--- src/rtl/tpef_map.svh ---
`ifndef TPEF_MAP_SVH
`define TPEF_MAP_SVH

// register byte addresses on the register port
`define TPEF_ADDR_CFG 8'h21
`define TPEF_ADDR_SRC 8'h22
`define TPEF_ADDR_THX 8'h23
`define TPEF_ADDR_THY 8'h24
`define TPEF_ADDR_THZ 8'h25
`define TPEF_ADDR_TMLT 8'h26
`define TPEF_ADDR_LTCY 8'h27

// configuration register fields
`define TPEF_CFG_ABORT 7
`define TPEF_CFG_LATCH 6
`define TPEF_CFG_ZD 5
`define TPEF_CFG_ZS 4
`define TPEF_CFG_YD 3
`define TPEF_CFG_YS 2
`define TPEF_CFG_XD 1
`define TPEF_CFG_XS 0

// status register fields
`define TPEF_SRC_ACTIVE 7
`define TPEF_SRC_AZ 6
`define TPEF_SRC_AY 5
`define TPEF_SRC_AX 4
`define TPEF_SRC_DOUBLE 3
`define TPEF_SRC_PZ 2
`define TPEF_SRC_PY 1
`define TPEF_SRC_PX 0

// widths, reset values and counter constants
`define TPEF_THS_W 7
`define TPEF_RST8 8'h00
`define TPEF_RST7 7'h00
`define TPEF_CNT0 8'h00
`define TPEF_CNT_STEP 8'h01
`define TPEF_DBL_WIN_DEF 8'hff

`endif

--- src/rtl/tpef_pkg.sv ---
package tpef_pkg;
	// detector states, gray coded along idle-hit-latency-wait-hit
	typedef enum logic [2:0] {
		TPEF_IDLE = 3'h0,
		TPEF_HIT1 = 3'h1,
		TPEF_LAT = 3'h3,
		TPEF_WAIT2 = 3'h2,
		TPEF_HIT2 = 3'h6,
		TPEF_STUCK = 3'h5
	} tpef_state_t;

	typedef logic [7:0] tpef_byte_t;
	typedef logic [6:0] tpef_ths_t;
	typedef logic [2:0] tpef_axes_t;
endpackage

--- src/rtl/tpef_axis_det.sv ---
`timescale 1ns/1ps
`include "tpef_map.svh"

module tpef_axis_det #(
	parameter int ACC_W = 8
) (
	input logic clock,
	input logic reset,
	input logic ce,
	input logic tick,
	input logic signed [ACC_W-1:0] acc,
	input tpef_pkg::tpef_ths_t thr,
	input tpef_pkg::tpef_byte_t tmlt,
	input tpef_pkg::tpef_byte_t ltcy,
	input tpef_pkg::tpef_byte_t win,
	input logic double_tap_abort,
	output logic single_evt,
	output logic double_evt,
	output logic evt_neg
);
	import tpef_pkg::*;

	tpef_state_t st_r, st_nxt;
	tpef_byte_t cnt_r, cnt_nxt;
	logic sign_r, sign_nxt;
	logic lat_hit_r, lat_hit_nxt;
	logic abort_r, abort_nxt;
	logic single_nxt, double_nxt, neg_nxt;

	// magnitude compare; sign bit gives pulse polarity
	wire [ACC_W-1:0] acc_u = acc;
	wire acc_neg = acc_u[ACC_W-1];
	wire [ACC_W-1:0] acc_mag = acc_neg ? (~acc_u + {{(ACC_W-1){1'b0}}, 1'b1}) : acc_u;
	wire [ACC_W-1:0] thr_ext = {{(ACC_W-`TPEF_THS_W){1'b0}}, thr};
	wire above = acc_mag > thr_ext;
	wire [7:0] cnt_inc = cnt_r + `TPEF_CNT_STEP;

	// next state: advances only on a sample tick
	always_comb begin
		st_nxt = st_r;
		cnt_nxt = cnt_r;
		sign_nxt = sign_r;
		lat_hit_nxt = lat_hit_r;
		abort_nxt = abort_r;
		single_nxt = 1'b0;
		double_nxt = 1'b0;
		neg_nxt = sign_r;
		if (tick) begin
			case (st_r)
				TPEF_IDLE: begin
					if (above) begin
						st_nxt = TPEF_HIT1;
						cnt_nxt = `TPEF_CNT0;
						sign_nxt = acc_neg;
					end
				end
				TPEF_HIT1: begin
					if (!above) begin
						single_nxt = 1'b1;
						neg_nxt = sign_r;
						st_nxt = TPEF_LAT;
						cnt_nxt = `TPEF_CNT0;
						lat_hit_nxt = 1'b0;
						abort_nxt = 1'b0;
					end else if (cnt_r == tmlt) begin
						st_nxt = TPEF_STUCK;
					end else begin
						cnt_nxt = cnt_inc;
					end
				end
				TPEF_LAT: begin
					// pulses here never report; abort only matters with the abort bit set
					if (above)
						lat_hit_nxt = 1'b1;
					if (!above && lat_hit_r && double_tap_abort)
						abort_nxt = 1'b1;
					if (cnt_r == ltcy) begin
						st_nxt = (abort_nxt && double_tap_abort) ? TPEF_IDLE : TPEF_WAIT2;
						cnt_nxt = `TPEF_CNT0;
					end else begin
						cnt_nxt = cnt_inc;
					end
				end
				TPEF_WAIT2: begin
					if (above) begin
						st_nxt = TPEF_HIT2;
						cnt_nxt = `TPEF_CNT0;
						sign_nxt = acc_neg;
					end else if (cnt_r == win) begin
						st_nxt = TPEF_IDLE;
					end else begin
						cnt_nxt = cnt_inc;
					end
				end
				TPEF_HIT2: begin
					if (!above) begin
						double_nxt = 1'b1;
						neg_nxt = sign_r;
						st_nxt = TPEF_IDLE;
					end else if (cnt_r == tmlt) begin
						st_nxt = TPEF_STUCK;
					end else begin
						cnt_nxt = cnt_inc;
					end
				end
				TPEF_STUCK: begin
					// too long above threshold: not a pulse, wait for release
					if (!above)
						st_nxt = TPEF_IDLE;
				end
				default: st_nxt = TPEF_IDLE;
			endcase
		end
	end

	// state registers, frozen while ce is low
	always_ff @(posedge clock) begin
		if (reset) begin
			st_r <= TPEF_IDLE;
			cnt_r <= `TPEF_CNT0;
			sign_r <= 1'b0;
			lat_hit_r <= 1'b0;
			abort_r <= 1'b0;
			single_evt <= 1'b0;
			double_evt <= 1'b0;
			evt_neg <= 1'b0;
		end else if (ce) begin
			st_r <= st_nxt;
			cnt_r <= cnt_nxt;
			sign_r <= sign_nxt;
			lat_hit_r <= lat_hit_nxt;
			abort_r <= abort_nxt;
			single_evt <= single_nxt;
			double_evt <= double_nxt;
			evt_neg <= neg_nxt;
		end
	end
endmodule // tpef_axis_det

--- src/rtl/tpef_top.sv ---
// Operation
// - with abort bit clear, double detection continues despite pulses in latency
// - with abort bit set, a pulse inside latency cancels double detection
// - latch enable bit 6 freezes flags in status; clear means no latching
// - six single/double enables per Z, Y, X at config bits 5..0
// - an event reports only if its axis and type are enabled
// - status bit 7 sets when any enabled pulse event occurs
// - status bits 6, 5, 4 flag events on Z, Y, X
// - status bit 3 is one for double, zero for single event
// - status bits 2, 1, 0 give Z, Y, X polarity, one negative
// - with latch enabled, status bits freeze once set until read
// - reading status clears all its bits and the pending interrupt
// - each axis has a 7-bit unsigned threshold starting detection
// - 8-bit time limit bounds how long a valid pulse stays above
// - after the first pulse, further pulses during latency never report
`timescale 1ns/1ps
`include "tpef_map.svh"

module tpef_top #(
	parameter int ACC_W = 8,
	parameter tpef_pkg::tpef_byte_t DBL_WIN_STEPS = `TPEF_DBL_WIN_DEF
) (
	input logic clock,
	input logic reset,
	input logic ce,
	input logic sample_tick,
	input logic signed [ACC_W-1:0] acc_x,
	input logic signed [ACC_W-1:0] acc_y,
	input logic signed [ACC_W-1:0] acc_z,
	input tpef_pkg::tpef_byte_t reg_addr,
	input logic reg_wr,
	input tpef_pkg::tpef_byte_t reg_wdata,
	input logic reg_rd,
	output tpef_pkg::tpef_byte_t reg_rdata,
	output logic pulse_irq
);
	import tpef_pkg::*;

	// the magnitude compare needs room for a sign above the threshold
	generate
		if (ACC_W < `TPEF_THS_W + 1) begin : g_bad_width
			$error("tpef_top: ACC_W must exceed the threshold width");
		end
	endgenerate

	tpef_byte_t cfg_r, cfg_nxt;
	tpef_ths_t thx_r, thx_nxt;
	tpef_ths_t thy_r, thy_nxt;
	tpef_ths_t thz_r, thz_nxt;
	tpef_byte_t tmlt_r, tmlt_nxt;
	tpef_byte_t ltcy_r, ltcy_nxt;
	tpef_byte_t src_r, src_nxt;

	// address decode for the register port
	wire hit_cfg = reg_addr == `TPEF_ADDR_CFG;
	wire hit_src = reg_addr == `TPEF_ADDR_SRC;
	wire hit_thx = reg_addr == `TPEF_ADDR_THX;
	wire hit_thy = reg_addr == `TPEF_ADDR_THY;
	wire hit_thz = reg_addr == `TPEF_ADDR_THZ;
	wire hit_tmlt = reg_addr == `TPEF_ADDR_TMLT;
	wire hit_ltcy = reg_addr == `TPEF_ADDR_LTCY;

	// write strobes; status is read-only so a write there is dropped
	wire wr_cfg = reg_wr & hit_cfg;
	wire wr_thx = reg_wr & hit_thx;
	wire wr_thy = reg_wr & hit_thy;
	wire wr_thz = reg_wr & hit_thz;
	wire wr_tmlt = reg_wr & hit_tmlt;
	wire wr_ltcy = reg_wr & hit_ltcy;
	wire rd_src = reg_rd & hit_src;

	// writable register next values
	assign cfg_nxt = wr_cfg ? reg_wdata : cfg_r;
	assign thx_nxt = wr_thx ? reg_wdata[`TPEF_THS_W-1:0] : thx_r;
	assign thy_nxt = wr_thy ? reg_wdata[`TPEF_THS_W-1:0] : thy_r;
	assign thz_nxt = wr_thz ? reg_wdata[`TPEF_THS_W-1:0] : thz_r;
	assign tmlt_nxt = wr_tmlt ? reg_wdata : tmlt_r;
	assign ltcy_nxt = wr_ltcy ? reg_wdata : ltcy_r;

	// configuration fields, axis index 0 is x, 2 is z
	wire double_tap_abort = cfg_r[`TPEF_CFG_ABORT];
	wire latch_en = cfg_r[`TPEF_CFG_LATCH];
	wire [2:0] single_en = {cfg_r[`TPEF_CFG_ZS], cfg_r[`TPEF_CFG_YS],
		cfg_r[`TPEF_CFG_XS]};
	wire [2:0] double_en = {cfg_r[`TPEF_CFG_ZD], cfg_r[`TPEF_CFG_YD],
		cfg_r[`TPEF_CFG_XD]};

	// per-axis detector inputs gathered for the generate loop
	logic signed [ACC_W-1:0] acc_arr [3];
	tpef_ths_t thr_arr [3];
	assign acc_arr[0] = acc_x;
	assign acc_arr[1] = acc_y;
	assign acc_arr[2] = acc_z;
	assign thr_arr[0] = thx_r;
	assign thr_arr[1] = thy_r;
	assign thr_arr[2] = thz_r;

	tpef_axes_t det_single, det_double, det_neg;

	// one detector per axis; all share time limit, latency and abort
	genvar ax;
	generate
		for (ax = 0; ax < 3; ax++) begin : g_axis
			tpef_axis_det #(
				.ACC_W(ACC_W)
			) tpef_axis_det_i (
				.clock(clock),
				.reset(reset),
				.ce(ce),
				.tick(sample_tick),
				.acc(acc_arr[ax]),
				.thr(thr_arr[ax]),
				.tmlt(tmlt_r),
				.ltcy(ltcy_r),
				.win(DBL_WIN_STEPS),
				.double_tap_abort(double_tap_abort),
				.single_evt(det_single[ax]),
				.double_evt(det_double[ax]),
				.evt_neg(det_neg[ax])
			);
		end
	endgenerate

	// only enabled axis/type pairs become reportable events
	wire [2:0] ev_single = det_single & single_en;
	wire [2:0] ev_double = det_double & double_en;
	wire [2:0] ev_axis = ev_single | ev_double;
	wire ev_any = |ev_axis;
	wire ev_dbl = |ev_double;

	// a read clears the register, but an event in the same cycle still lands
	wire [7:0] src_base = rd_src ? `TPEF_RST8 : src_r;
	wire event_active = src_r[`TPEF_SRC_ACTIVE];
	wire frozen = latch_en & event_active & ~rd_src;
	wire take = ev_any & ~frozen;

	wire [2:0] base_axis = {src_base[`TPEF_SRC_AZ], src_base[`TPEF_SRC_AY],
		src_base[`TPEF_SRC_AX]};
	wire [2:0] base_pol = {src_base[`TPEF_SRC_PZ], src_base[`TPEF_SRC_PY],
		src_base[`TPEF_SRC_PX]};
	// with latching off, axes accumulate and polarity follows the newest event
	wire [2:0] axis_new = latch_en ? ev_axis : (base_axis | ev_axis);
	wire [2:0] pol_new = (base_pol & ~ev_axis & {3{~latch_en}}) | (det_neg & ev_axis);

	// assemble status next value by field position
	always_comb begin
		src_nxt = src_base;
		if (take) begin
			src_nxt[`TPEF_SRC_ACTIVE] = 1'b1;
			src_nxt[`TPEF_SRC_AZ] = axis_new[2];
			src_nxt[`TPEF_SRC_AY] = axis_new[1];
			src_nxt[`TPEF_SRC_AX] = axis_new[0];
			src_nxt[`TPEF_SRC_DOUBLE] = ev_dbl;
			src_nxt[`TPEF_SRC_PZ] = pol_new[2];
			src_nxt[`TPEF_SRC_PY] = pol_new[1];
			src_nxt[`TPEF_SRC_PX] = pol_new[0];
		end
	end

	// read mux; threshold bit 7 and unmapped addresses read zero
	wire [7:0] rd_mux =
		hit_cfg ? cfg_r :
		hit_src ? src_r :
		hit_thx ? {1'b0, thx_r} :
		hit_thy ? {1'b0, thy_r} :
		hit_thz ? {1'b0, thz_r} :
		hit_tmlt ? tmlt_r :
		hit_ltcy ? ltcy_r :
		`TPEF_RST8;
	wire [7:0] rdata_nxt = reg_rd ? rd_mux : reg_rdata;

	// configuration and timing registers
	always_ff @(posedge clock) begin
		if (reset) begin
			cfg_r <= `TPEF_RST8;
			thx_r <= `TPEF_RST7;
			thy_r <= `TPEF_RST7;
			thz_r <= `TPEF_RST7;
			tmlt_r <= `TPEF_RST8;
			ltcy_r <= `TPEF_RST8;
		end else if (ce) begin
			cfg_r <= cfg_nxt;
			thx_r <= thx_nxt;
			thy_r <= thy_nxt;
			thz_r <= thz_nxt;
			tmlt_r <= tmlt_nxt;
			ltcy_r <= ltcy_nxt;
		end
	end

	// status register and its read-clear
	always_ff @(posedge clock) begin
		if (reset)
			src_r <= `TPEF_RST8;
		else if (ce)
			src_r <= src_nxt;
	end

	// read data holds the pre-clear value until the next read
	always_ff @(posedge clock) begin
		if (reset)
			reg_rdata <= `TPEF_RST8;
		else if (ce)
			reg_rdata <= rdata_nxt;
	end

	// interrupt mirrors next event-active so it rises with the flag
	always_ff @(posedge clock) begin
		if (reset)
			pulse_irq <= 1'b0;
		else if (ce)
			pulse_irq <= src_nxt[`TPEF_SRC_ACTIVE];
	end
endmodule // tpef_top

--- config.mk ---
export PLATFORM = sky130hd
export DESIGN_NAME = tpef_top
export DESIGN_NICKNAME = d
export VERILOG_FILES = /design/src/rtl/tpef_pkg.sv /design/src/rtl/tpef_axis_det.sv /design/src/rtl/tpef_top.sv
export VERILOG_INCLUDE_DIRS = /design/src /design/src/rtl
export SDC_FILE = /design/constraint.sdc
export NUM_CORES = 1
export LEC_CHECK = 0
export ABC_CLOCK_PERIOD_IN_PS = 3400
export BUFFER_PORTS_ARGS = -buffer_cell sky130_fd_sc_hd__buf_2
export CORE_MARGIN = 3
export CORE_UTILIZATION = 57
export CTS_BUF_LIST = sky130_fd_sc_hd__clkbuf_8
export DETAILED_ROUTE_END_ITERATION = 10
export PLACE_DENSITY = 0.79
export SYNTH_ARGS = -nofsm -noshare
export SYNTH_HDL_FRONTEND = slang
export SYNTH_HIERARCHICAL = 1
export SYNTH_SLANG_ARGS = --single-unit
export TNS_END_PERCENT = 50
--- constraint.sdc ---
create_clock -name clock -period 3.4 [get_ports clock]
set_input_delay 0.51 -clock clock [delete_from_list [all_inputs] [get_ports clock]]
set_output_delay 0.51 -clock clock [all_outputs]
set_load 0.005 [all_outputs]
==> results of run 1 <==
[cell type report]
type	instances	area [um2]
tap	172	215.2
fill	1138	4629
timing repair buffer	69	385.4
multi-input combinational	765	5117
sequential	112	2242
inverter	45	168.9
clock inverter	6	45.04
clock buffer	9	123.9
[stage by stage]
step	setup slack [ns]	hold WS [ns]	util, %	TNS, ns	cell area [um2]
finish	0.4059	0.4340	64.19	0	8298
global route	0.1032	0.4253	64.19	0	8298
CTS	0.4054	0.4097	64.19	0	8298
detailed placement	-0.003726	0.4482	62.88	-0.003726	8129
global placement	0.09575	0.4403	62.88	0	8129
floorplan	0.1675	0.4368	-	0	7831
[power breakdown]
group,internal (mW),switching (mW)
clock network,0.267,0.477
registers,1.32,0.0234
logic,0.184,0.290
total,1.78,0.791
[flip-flops by register name, indices dropped and copies added, names as in the netlist, 7 cells and up]
name,cells
src_r,8
g_axis.tpef_axis_det_i/cnt_r,24
ltcy_r,8
cfg_r,8
thx_r,7
g_axis.tpef_axis_det_i/st_r,9
thz_r,7
tmlt_r,8
thy_r,7
reg_rdata,8
[cell families after synthesis]
logic type | synth area share [%]
AOI/OAI and AO/OA | 20.29
xor gates and xnor gates | 10.15
adders and majority gates | 4.362
buffers and inverters | 6.090
DFF | 28.95
muxes | 7.997
other | 0.04842
and+or+nand+nor | 22.12
[per-layer routing]
metal  routed length, um  vias to the layer above
met5                   0                        -
met4                 339                        0
met3                1768                       34
met2                8721                      313
met1                8855                     3302
li1                    -                     3504
[cells in the final DEF (no fill, tap or decap), types with 26 or more instances in the layout]
master,synthesis,layout
sky130_fd_sc_hd__nand2_1,84,84
sky130_fd_sc_hd__dfxtp_1,112,112
sky130_fd_sc_hd__inv_1,45,45
sky130_fd_sc_hd__a21oi_1,55,55
sky130_fd_sc_hd__nor3_1,27,27
sky130_fd_sc_hd__ha_1,27,27
sky130_fd_sc_hd__nand3_1,26,26
sky130_fd_sc_hd__o21ai_0,44,44
sky130_fd_sc_hd__buf_2,19,53
sky130_fd_sc_hd__mux2i_1,45,45
sky130_fd_sc_hd__xnor2_1,72,72
sky130_fd_sc_hd__nor2_1,99,99
[worst max-delay path: cells and delay by family]
| family | cells | cell delay (ns) |
|---|---|---|
| AOI/OAI and AO/OA | 7 | 1.43 |
| xor gates and xnor gates | 1 | 0.16 |
| adders and majority gates | 1 | 0.26 |
| buffers and inverters | 1 | 0.10 |
| and+or+nand+nor | 2 | 0.82 |
[worst max-delay path by stage]
| stage | from | endpoint | slack, ns | cells past startpoint |
|---|---|---|---|---|
| 5_1_grt | acc_y[0] | g_axis[1].tpef_axis_det_i/single_evt$_SDFFE_PP0P_ | 0.10 | 14 |
| 2_1_floorplan | acc_x[0] | g_axis[0].tpef_axis_det_i/st_r[2]$_SDFFE_PP0P_ | 0.17 | 12 |
| 4_1_cts | acc_z[0] | g_axis[2].tpef_axis_det_i/st_r[1]$_SDFFE_PP0P_ | 0.41 | 12 |
| 3_3_place_gp | acc_z[0] | g_axis[2].tpef_axis_det_i/cnt_r[6]$_SDFFE_PP0P_ | 0.1 | 12 |
| 6_report | acc_z[0] | g_axis[2].tpef_axis_det_i/st_r[1]$_SDFFE_PP0P_ | 0.41 | 12 |
| 3_5_place_dp | acc_z[0] | g_axis[2].tpef_axis_det_i/st_r[1]$_SDFFE_PP0P_ | -0.004 | 12 |
==> metrics.cfg, run 1 <==
[run_status]
run_status = completed

[yosys]
synth-async-reset-ratio_pct = 0
synth_sequential_area_ratio_pct = 28.95
synth_warnings = 6
yosys.cell_count.top_type = sky130_fd_sc_hd__dfxtp_1
yosys_register_bits = 112
synth.avg_cell_area_um2 = 8.084
post_synth_instance_area_um2 = 7745
leading_post_synthesis_cells_by_cell_area = sky130_fd_sc_hd__dfxtp_1, sky130_fd_sc_hd__xnor2_1, sky130_fd_sc_hd__mux2i_1
yosys.area.top_type_share_pct = 28.95
count_of_flip_flops_with_a_built_in_enable_after_synthesis = 0
synth_commonest_cells = sky130_fd_sc_hd__dfxtp_1, sky130_fd_sc_hd__nor2_1, sky130_fd_sc_hd__nand2_1
synth_cells = 958
yosys.area.top_type = sky130_fd_sc_hd__dfxtp_1
synth_cell_types = 86
most_frequently_used_flop_master_after_synthesis = sky130_fd_sc_hd__dfxtp_1

[timing]
clock_skew_ns = 0.01403
report.final.slew_viol_count = 0
final_min_period_over_clock_period_pct = 88.06
endpoints_failing_hold = 0
max_slew.worst_pin.slew_ns = 0.7111
period_needed_ns = 2.994
setup_viol = 0
achievable-frequency_mhz = 334.0
maxSlewHeadroom_pct = 52.60
grt_setup_unrepaired = false

[clock_tree]
cts.repair_timing.setup_buffer_count = 0
cts_resized = 0
postCtsHoldBufs = 0
cts-root-to-sink-buffers = 2
clk_pin_slew_worst_paths_ns = 0.11
clock_sink_count = 112
cts_made_buffers = 9
clk_latency_ns = 0.39
tritoncts = built
cts.root.buffer_cell = sky130_fd_sc_hd__clkbuf_8
h_tree_depth = 3

[global_routing]
overall_fraction_of_global_route_tracks_in_use_pct = 26.72
grt_util_met1_pct = 38.53
largest_net_degree_at_the_start_of_global_routing = 59
grt-busiest-layer = met2
grt_pass1_wl_um = 32300
antenna_violations_before_repair = 0
grt_pass1_vias = 6448
grt.met3_usage_pct = 5.760
grt.overflow.total = 0
global_route.usage.met2_pct = 40.67

[critical_path]
critical_path.startpoint_type = input pin
r2r_cells = 10
crit_path_max_fanout = 7
worstPathCellList = buf_2, or3_4, o31ai_1, xnor2_1, ha_1, a21o_1, a21oi_1, o21ai_4, or4_1, o211ai_2, a31oi_1, a221oi_1
critPathKind = input pin to register
cp-end-kind = register
reg2reg_setup_slack_ns = 0.91
crit_path_top_delay_cell = sky130_fd_sc_hd__or4_1
crit-reg2reg-capture = g_axis[2].tpef_axis_det_i/st_r[1]$_SDFFE_PP0P_
r2r_start = thz_r[1]$_SDFFE_PP0P_
timing.critical_path.arrival_ns = 3.29
cp_slowest_stage_delay_ns = 0.43
crit_required_ns = 3.69

[pwr]
ir_drop_mv = 0.1974
p_per_area_nw_per_um2 = 309.4
power.total_mw = 2.567
power.static_leakage_nw = 3.081

[worst_hold_path]
hold_path.startpoint = reg_wdata[7]
count_of_cells_along_the_worst_hold_path = 3
type_of_the_tightest_min_delay_check = input pin to register
hold_path_end = ltcy_r[7]$_SDFFE_PP0P_

[final_layout]
n_antenna_cell = 0
drive_above_1_share_pct = 12.62
area.growth.synth_to_final_pct = 7.141
final_net_count = 1075
finalNonFillerCells = 1178

[routing]
antenna_left = 0
route.detailed.wl_per_inst_um = 16.71
drtPass1Iterations = 5
drc = 0
post_drt_via_cell_ratio = 6.072
vias = 7153
dr.first_iter.drc_count = 766
postRouteWirelength_um = 19690

[floorplan]
fp-row-count = 41
die_area_um2 = 15020
start_util_pct = 59.91
floorplan.io_pins = 55
die-width_um = 122.6
core-area_um2 = 12930
die_height_um = 122.6

[placed_design]
place_congestion = 0.9046
place.detailed.hpwl_um = 14450
io_buffer_count = 54
placed_cells = 1163

[flow_run]
maxCapViolCount = 0

Note: power is estimated with default switching activity, not from simulation.
==> run 2: changes to the inputs <==
- GPL_TIMING_DRIVEN: not set -> 0
==> run 2 against run 1 <==
Compared with the run above:
- wire length up 4.3%
- sequential cell count unchanged
- first-iteration DRC count up 4.0%
- clock skew up 0.0023 ns
- largest cell class unchanged
==> metrics.cfg, run 2 (synthesis results as in run 1) <==
[run_status]
run_status = completed

[worst_hold_path]
count_of_cells_along_the_worst_hold_path = 3
type_of_the_tightest_min_delay_check = input pin to register
hold_path.startpoint = reg_wdata[7]
hold_path_end = ltcy_r[7]$_SDFFE_PP0P_

[critical_path]
critical_path.startpoint_type = input pin
timing.critical_path.arrival_ns = 3.41
reg2reg_setup_slack_ns = 0.86
crit-reg2reg-capture = g_axis[2].tpef_axis_det_i/cnt_r[6]$_SDFFE_PP0P_
crit_path_max_fanout = 10
critPathKind = input pin to register
r2r_start = thz_r[5]$_SDFFE_PP0P_
r2r_cells = 10
crit_required_ns = 3.65
cp-end-kind = register

[global_routing]
overall_fraction_of_global_route_tracks_in_use_pct = 27.40
grt.overflow.total = 0
grt_pass1_wl_um = 32790
largest_net_degree_at_the_start_of_global_routing = 22
antenna_violations_before_repair = 0
grt_pass1_vias = 6468

[clock_tree]
cts_resized = 0
h_tree_depth = 3
cts-root-to-sink-buffers = 2
cts_made_buffers = 9
clk_latency_ns = 0.39
postCtsHoldBufs = 0
clock_sink_count = 112
tritoncts = built
cts.root.buffer_cell = sky130_fd_sc_hd__clkbuf_8
clk_pin_slew_worst_paths_ns = 0.11
cts.repair_timing.setup_buffer_count = 0

[final_layout]
finalNonFillerCells = 1219
final_design_area_no_fill_um2 = 8496
drive_above_1_share_pct = 12.99
mostFrequentLayoutCell = sky130_fd_sc_hd__dfxtp_1
mostFrequentLayoutCells = sky130_fd_sc_hd__dfxtp_1, sky130_fd_sc_hd__nor2_1, sky130_fd_sc_hd__nand2_1, sky130_fd_sc_hd__xnor2_1, sky130_fd_sc_hd__buf_2
area.growth.synth_to_final_pct = 9.693
n_antenna_cell = 0
final_net_count = 1115
largest_register_ffs = 24
max_flop_register = g_axis.tpef_axis_det_i/cnt_r
biggestRegsByFlops = g_axis.tpef_axis_det_i/cnt_r x24, g_axis.tpef_axis_det_i/st_r x9

[floorplan]
die_area_um2 = 15020
die-width_um = 122.6
die_height_um = 122.6
fp-row-count = 41
start_util_pct = 59.91
core-area_um2 = 12930
floorplan.io_pins = 55

[placed_design]
io_buffer_count = 50
dpl-instance-area_um2 = 8297
place_congestion = 0.9427
place.detailed.hpwl_um = 15090
placed_cells = 1203

[routing]
vias = 7345
postRouteWirelength_um = 20540
route.detailed.wl_per_inst_um = 16.85
dr.first_iter.drc_count = 797
drtPass1Iterations = 6
antenna_left = 0
drc = 0
post_drt_via_cell_ratio = 6.025

[timing]
maxSlewHeadroom_pct = 51.72
setup_viol = 0
clock_skew_ns = 0.01632
max_slew.worst_pin.slew_ns = 0.7211
final_min_period_over_clock_period_pct = 92.84
achievable-frequency_mhz = 316.8
endpoints_failing_hold = 0
report.final.slew_viol_count = 0
hold-worst-slack_ns = 0.4174
grt_setup_unrepaired = false
period_needed_ns = 3.157

[pwr]
sequential_share_of_power_pct = 50.5
power.total_mw = 2.650
clk_pwr_share_pct = 30.8
ir_drop_mv = 0.2473
power.combinational.fraction_pct = 18.6
power.switching_fraction_pct = 29.46
p_int_mw = 1.869
p_per_area_nw_per_um2 = 311.9
power.static_leakage_nw = 3.199
power.net_switching_mw = 0.7806

[flow_run]
maxCapViolCount = 0

## run 2: critical path, cell delays in order
cell and delay (ns):
sky130_fd_sc_hd__buf_2 0.10, sky130_fd_sc_hd__or3_1 0.44, sky130_fd_sc_hd__o31ai_1 0.27, sky130_fd_sc_hd__xnor2_1 0.16, sky130_fd_sc_hd__ha_1 0.27, sky130_fd_sc_hd__a21o_1 0.18
sky130_fd_sc_hd__a21oi_2 0.17, sky130_fd_sc_hd__o22ai_4 0.12, sky130_fd_sc_hd__or2_1 0.25, sky130_fd_sc_hd__buf_6 0.14, sky130_fd_sc_hd__a221o_1 0.34, sky130_fd_sc_hd__buf_4 0.18
sky130_fd_sc_hd__a22oi_1 0.17, sky130_fd_sc_hd__a21oi_1 0.08
## run 2: worst max-delay path by stage
| stage | slack (ns) | end | startpoint |
|---|---|---|---|
| floorplan | 0.17 | g_axis[0].tpef_axis_det_i/st_r[2]$_SDFFE_PP0P_ | acc_x[0] |
| global placement | -0.13 | g_axis[0].tpef_axis_det_i/cnt_r[5]$_SDFFE_PP0P_ | acc_x[0] |
| detailed placement | -0.17 | g_axis[0].tpef_axis_det_i/cnt_r[5]$_SDFFE_PP0P_ | acc_x[0] |
| CTS | 0.25 | g_axis[0].tpef_axis_det_i/cnt_r[5]$_SDFFE_PP0P_ | acc_x[0] |
| global route | 0.03 | g_axis[0].tpef_axis_det_i/cnt_r[6]$_SDFFE_PP0P_ | acc_x[0] |
| finish | 0.24 | g_axis[0].tpef_axis_det_i/cnt_r[5]$_SDFFE_PP0P_ | acc_x[0] |
## run 2: stage by stage
stage / utilization [%] / setup TNS [ns] / setup slack, ns
after CTS: 65.72 / 0 / 0.2501
after global placement: 64.18 / -0.8930 / -0.1255
final: 65.72 / 0 / 0.2433
after global routing: 65.72 / 0 / 0.02821
after detailed placement: 64.18 / -1.408 / -0.1661
after floorplan: - / 0 / 0.1675
## run 2: layer usage
layer	GRT usage [%]	part of all wire (%)
met1	37.95	43
met2	42.60	44
met3	7.465	10
met4	6.578	2.2
met5	0	0
## run 2: area by class of cell
cell class | instances | area, um2
clock inverters | 6 | 61.31
flip-flops and latches | 112 | 2242
fillers | 1170 | 4432
clock buffers | 10 | 137.6
multi-input cells | 765 | 5117
repair buffers | 50 | 250.2
well taps | 172 | 215.2
plain buffers | 59 | 302.8
inverters | 45 | 168.9
## run 2: power groups by stage
stage | clock (mW) | sequential [mW] | combinational [mW]
finish | 0.817 | 1.34 | 0.494
global route | 0.895 | 1.34 | 0.548
CTS | 0.842 | 1.34 | 0.487
detailed placement | 0 | 1.37 | 0.484
global placement | 0 | 1.37 | 0.479
floorplan | 0 | 1.36 | 0.350
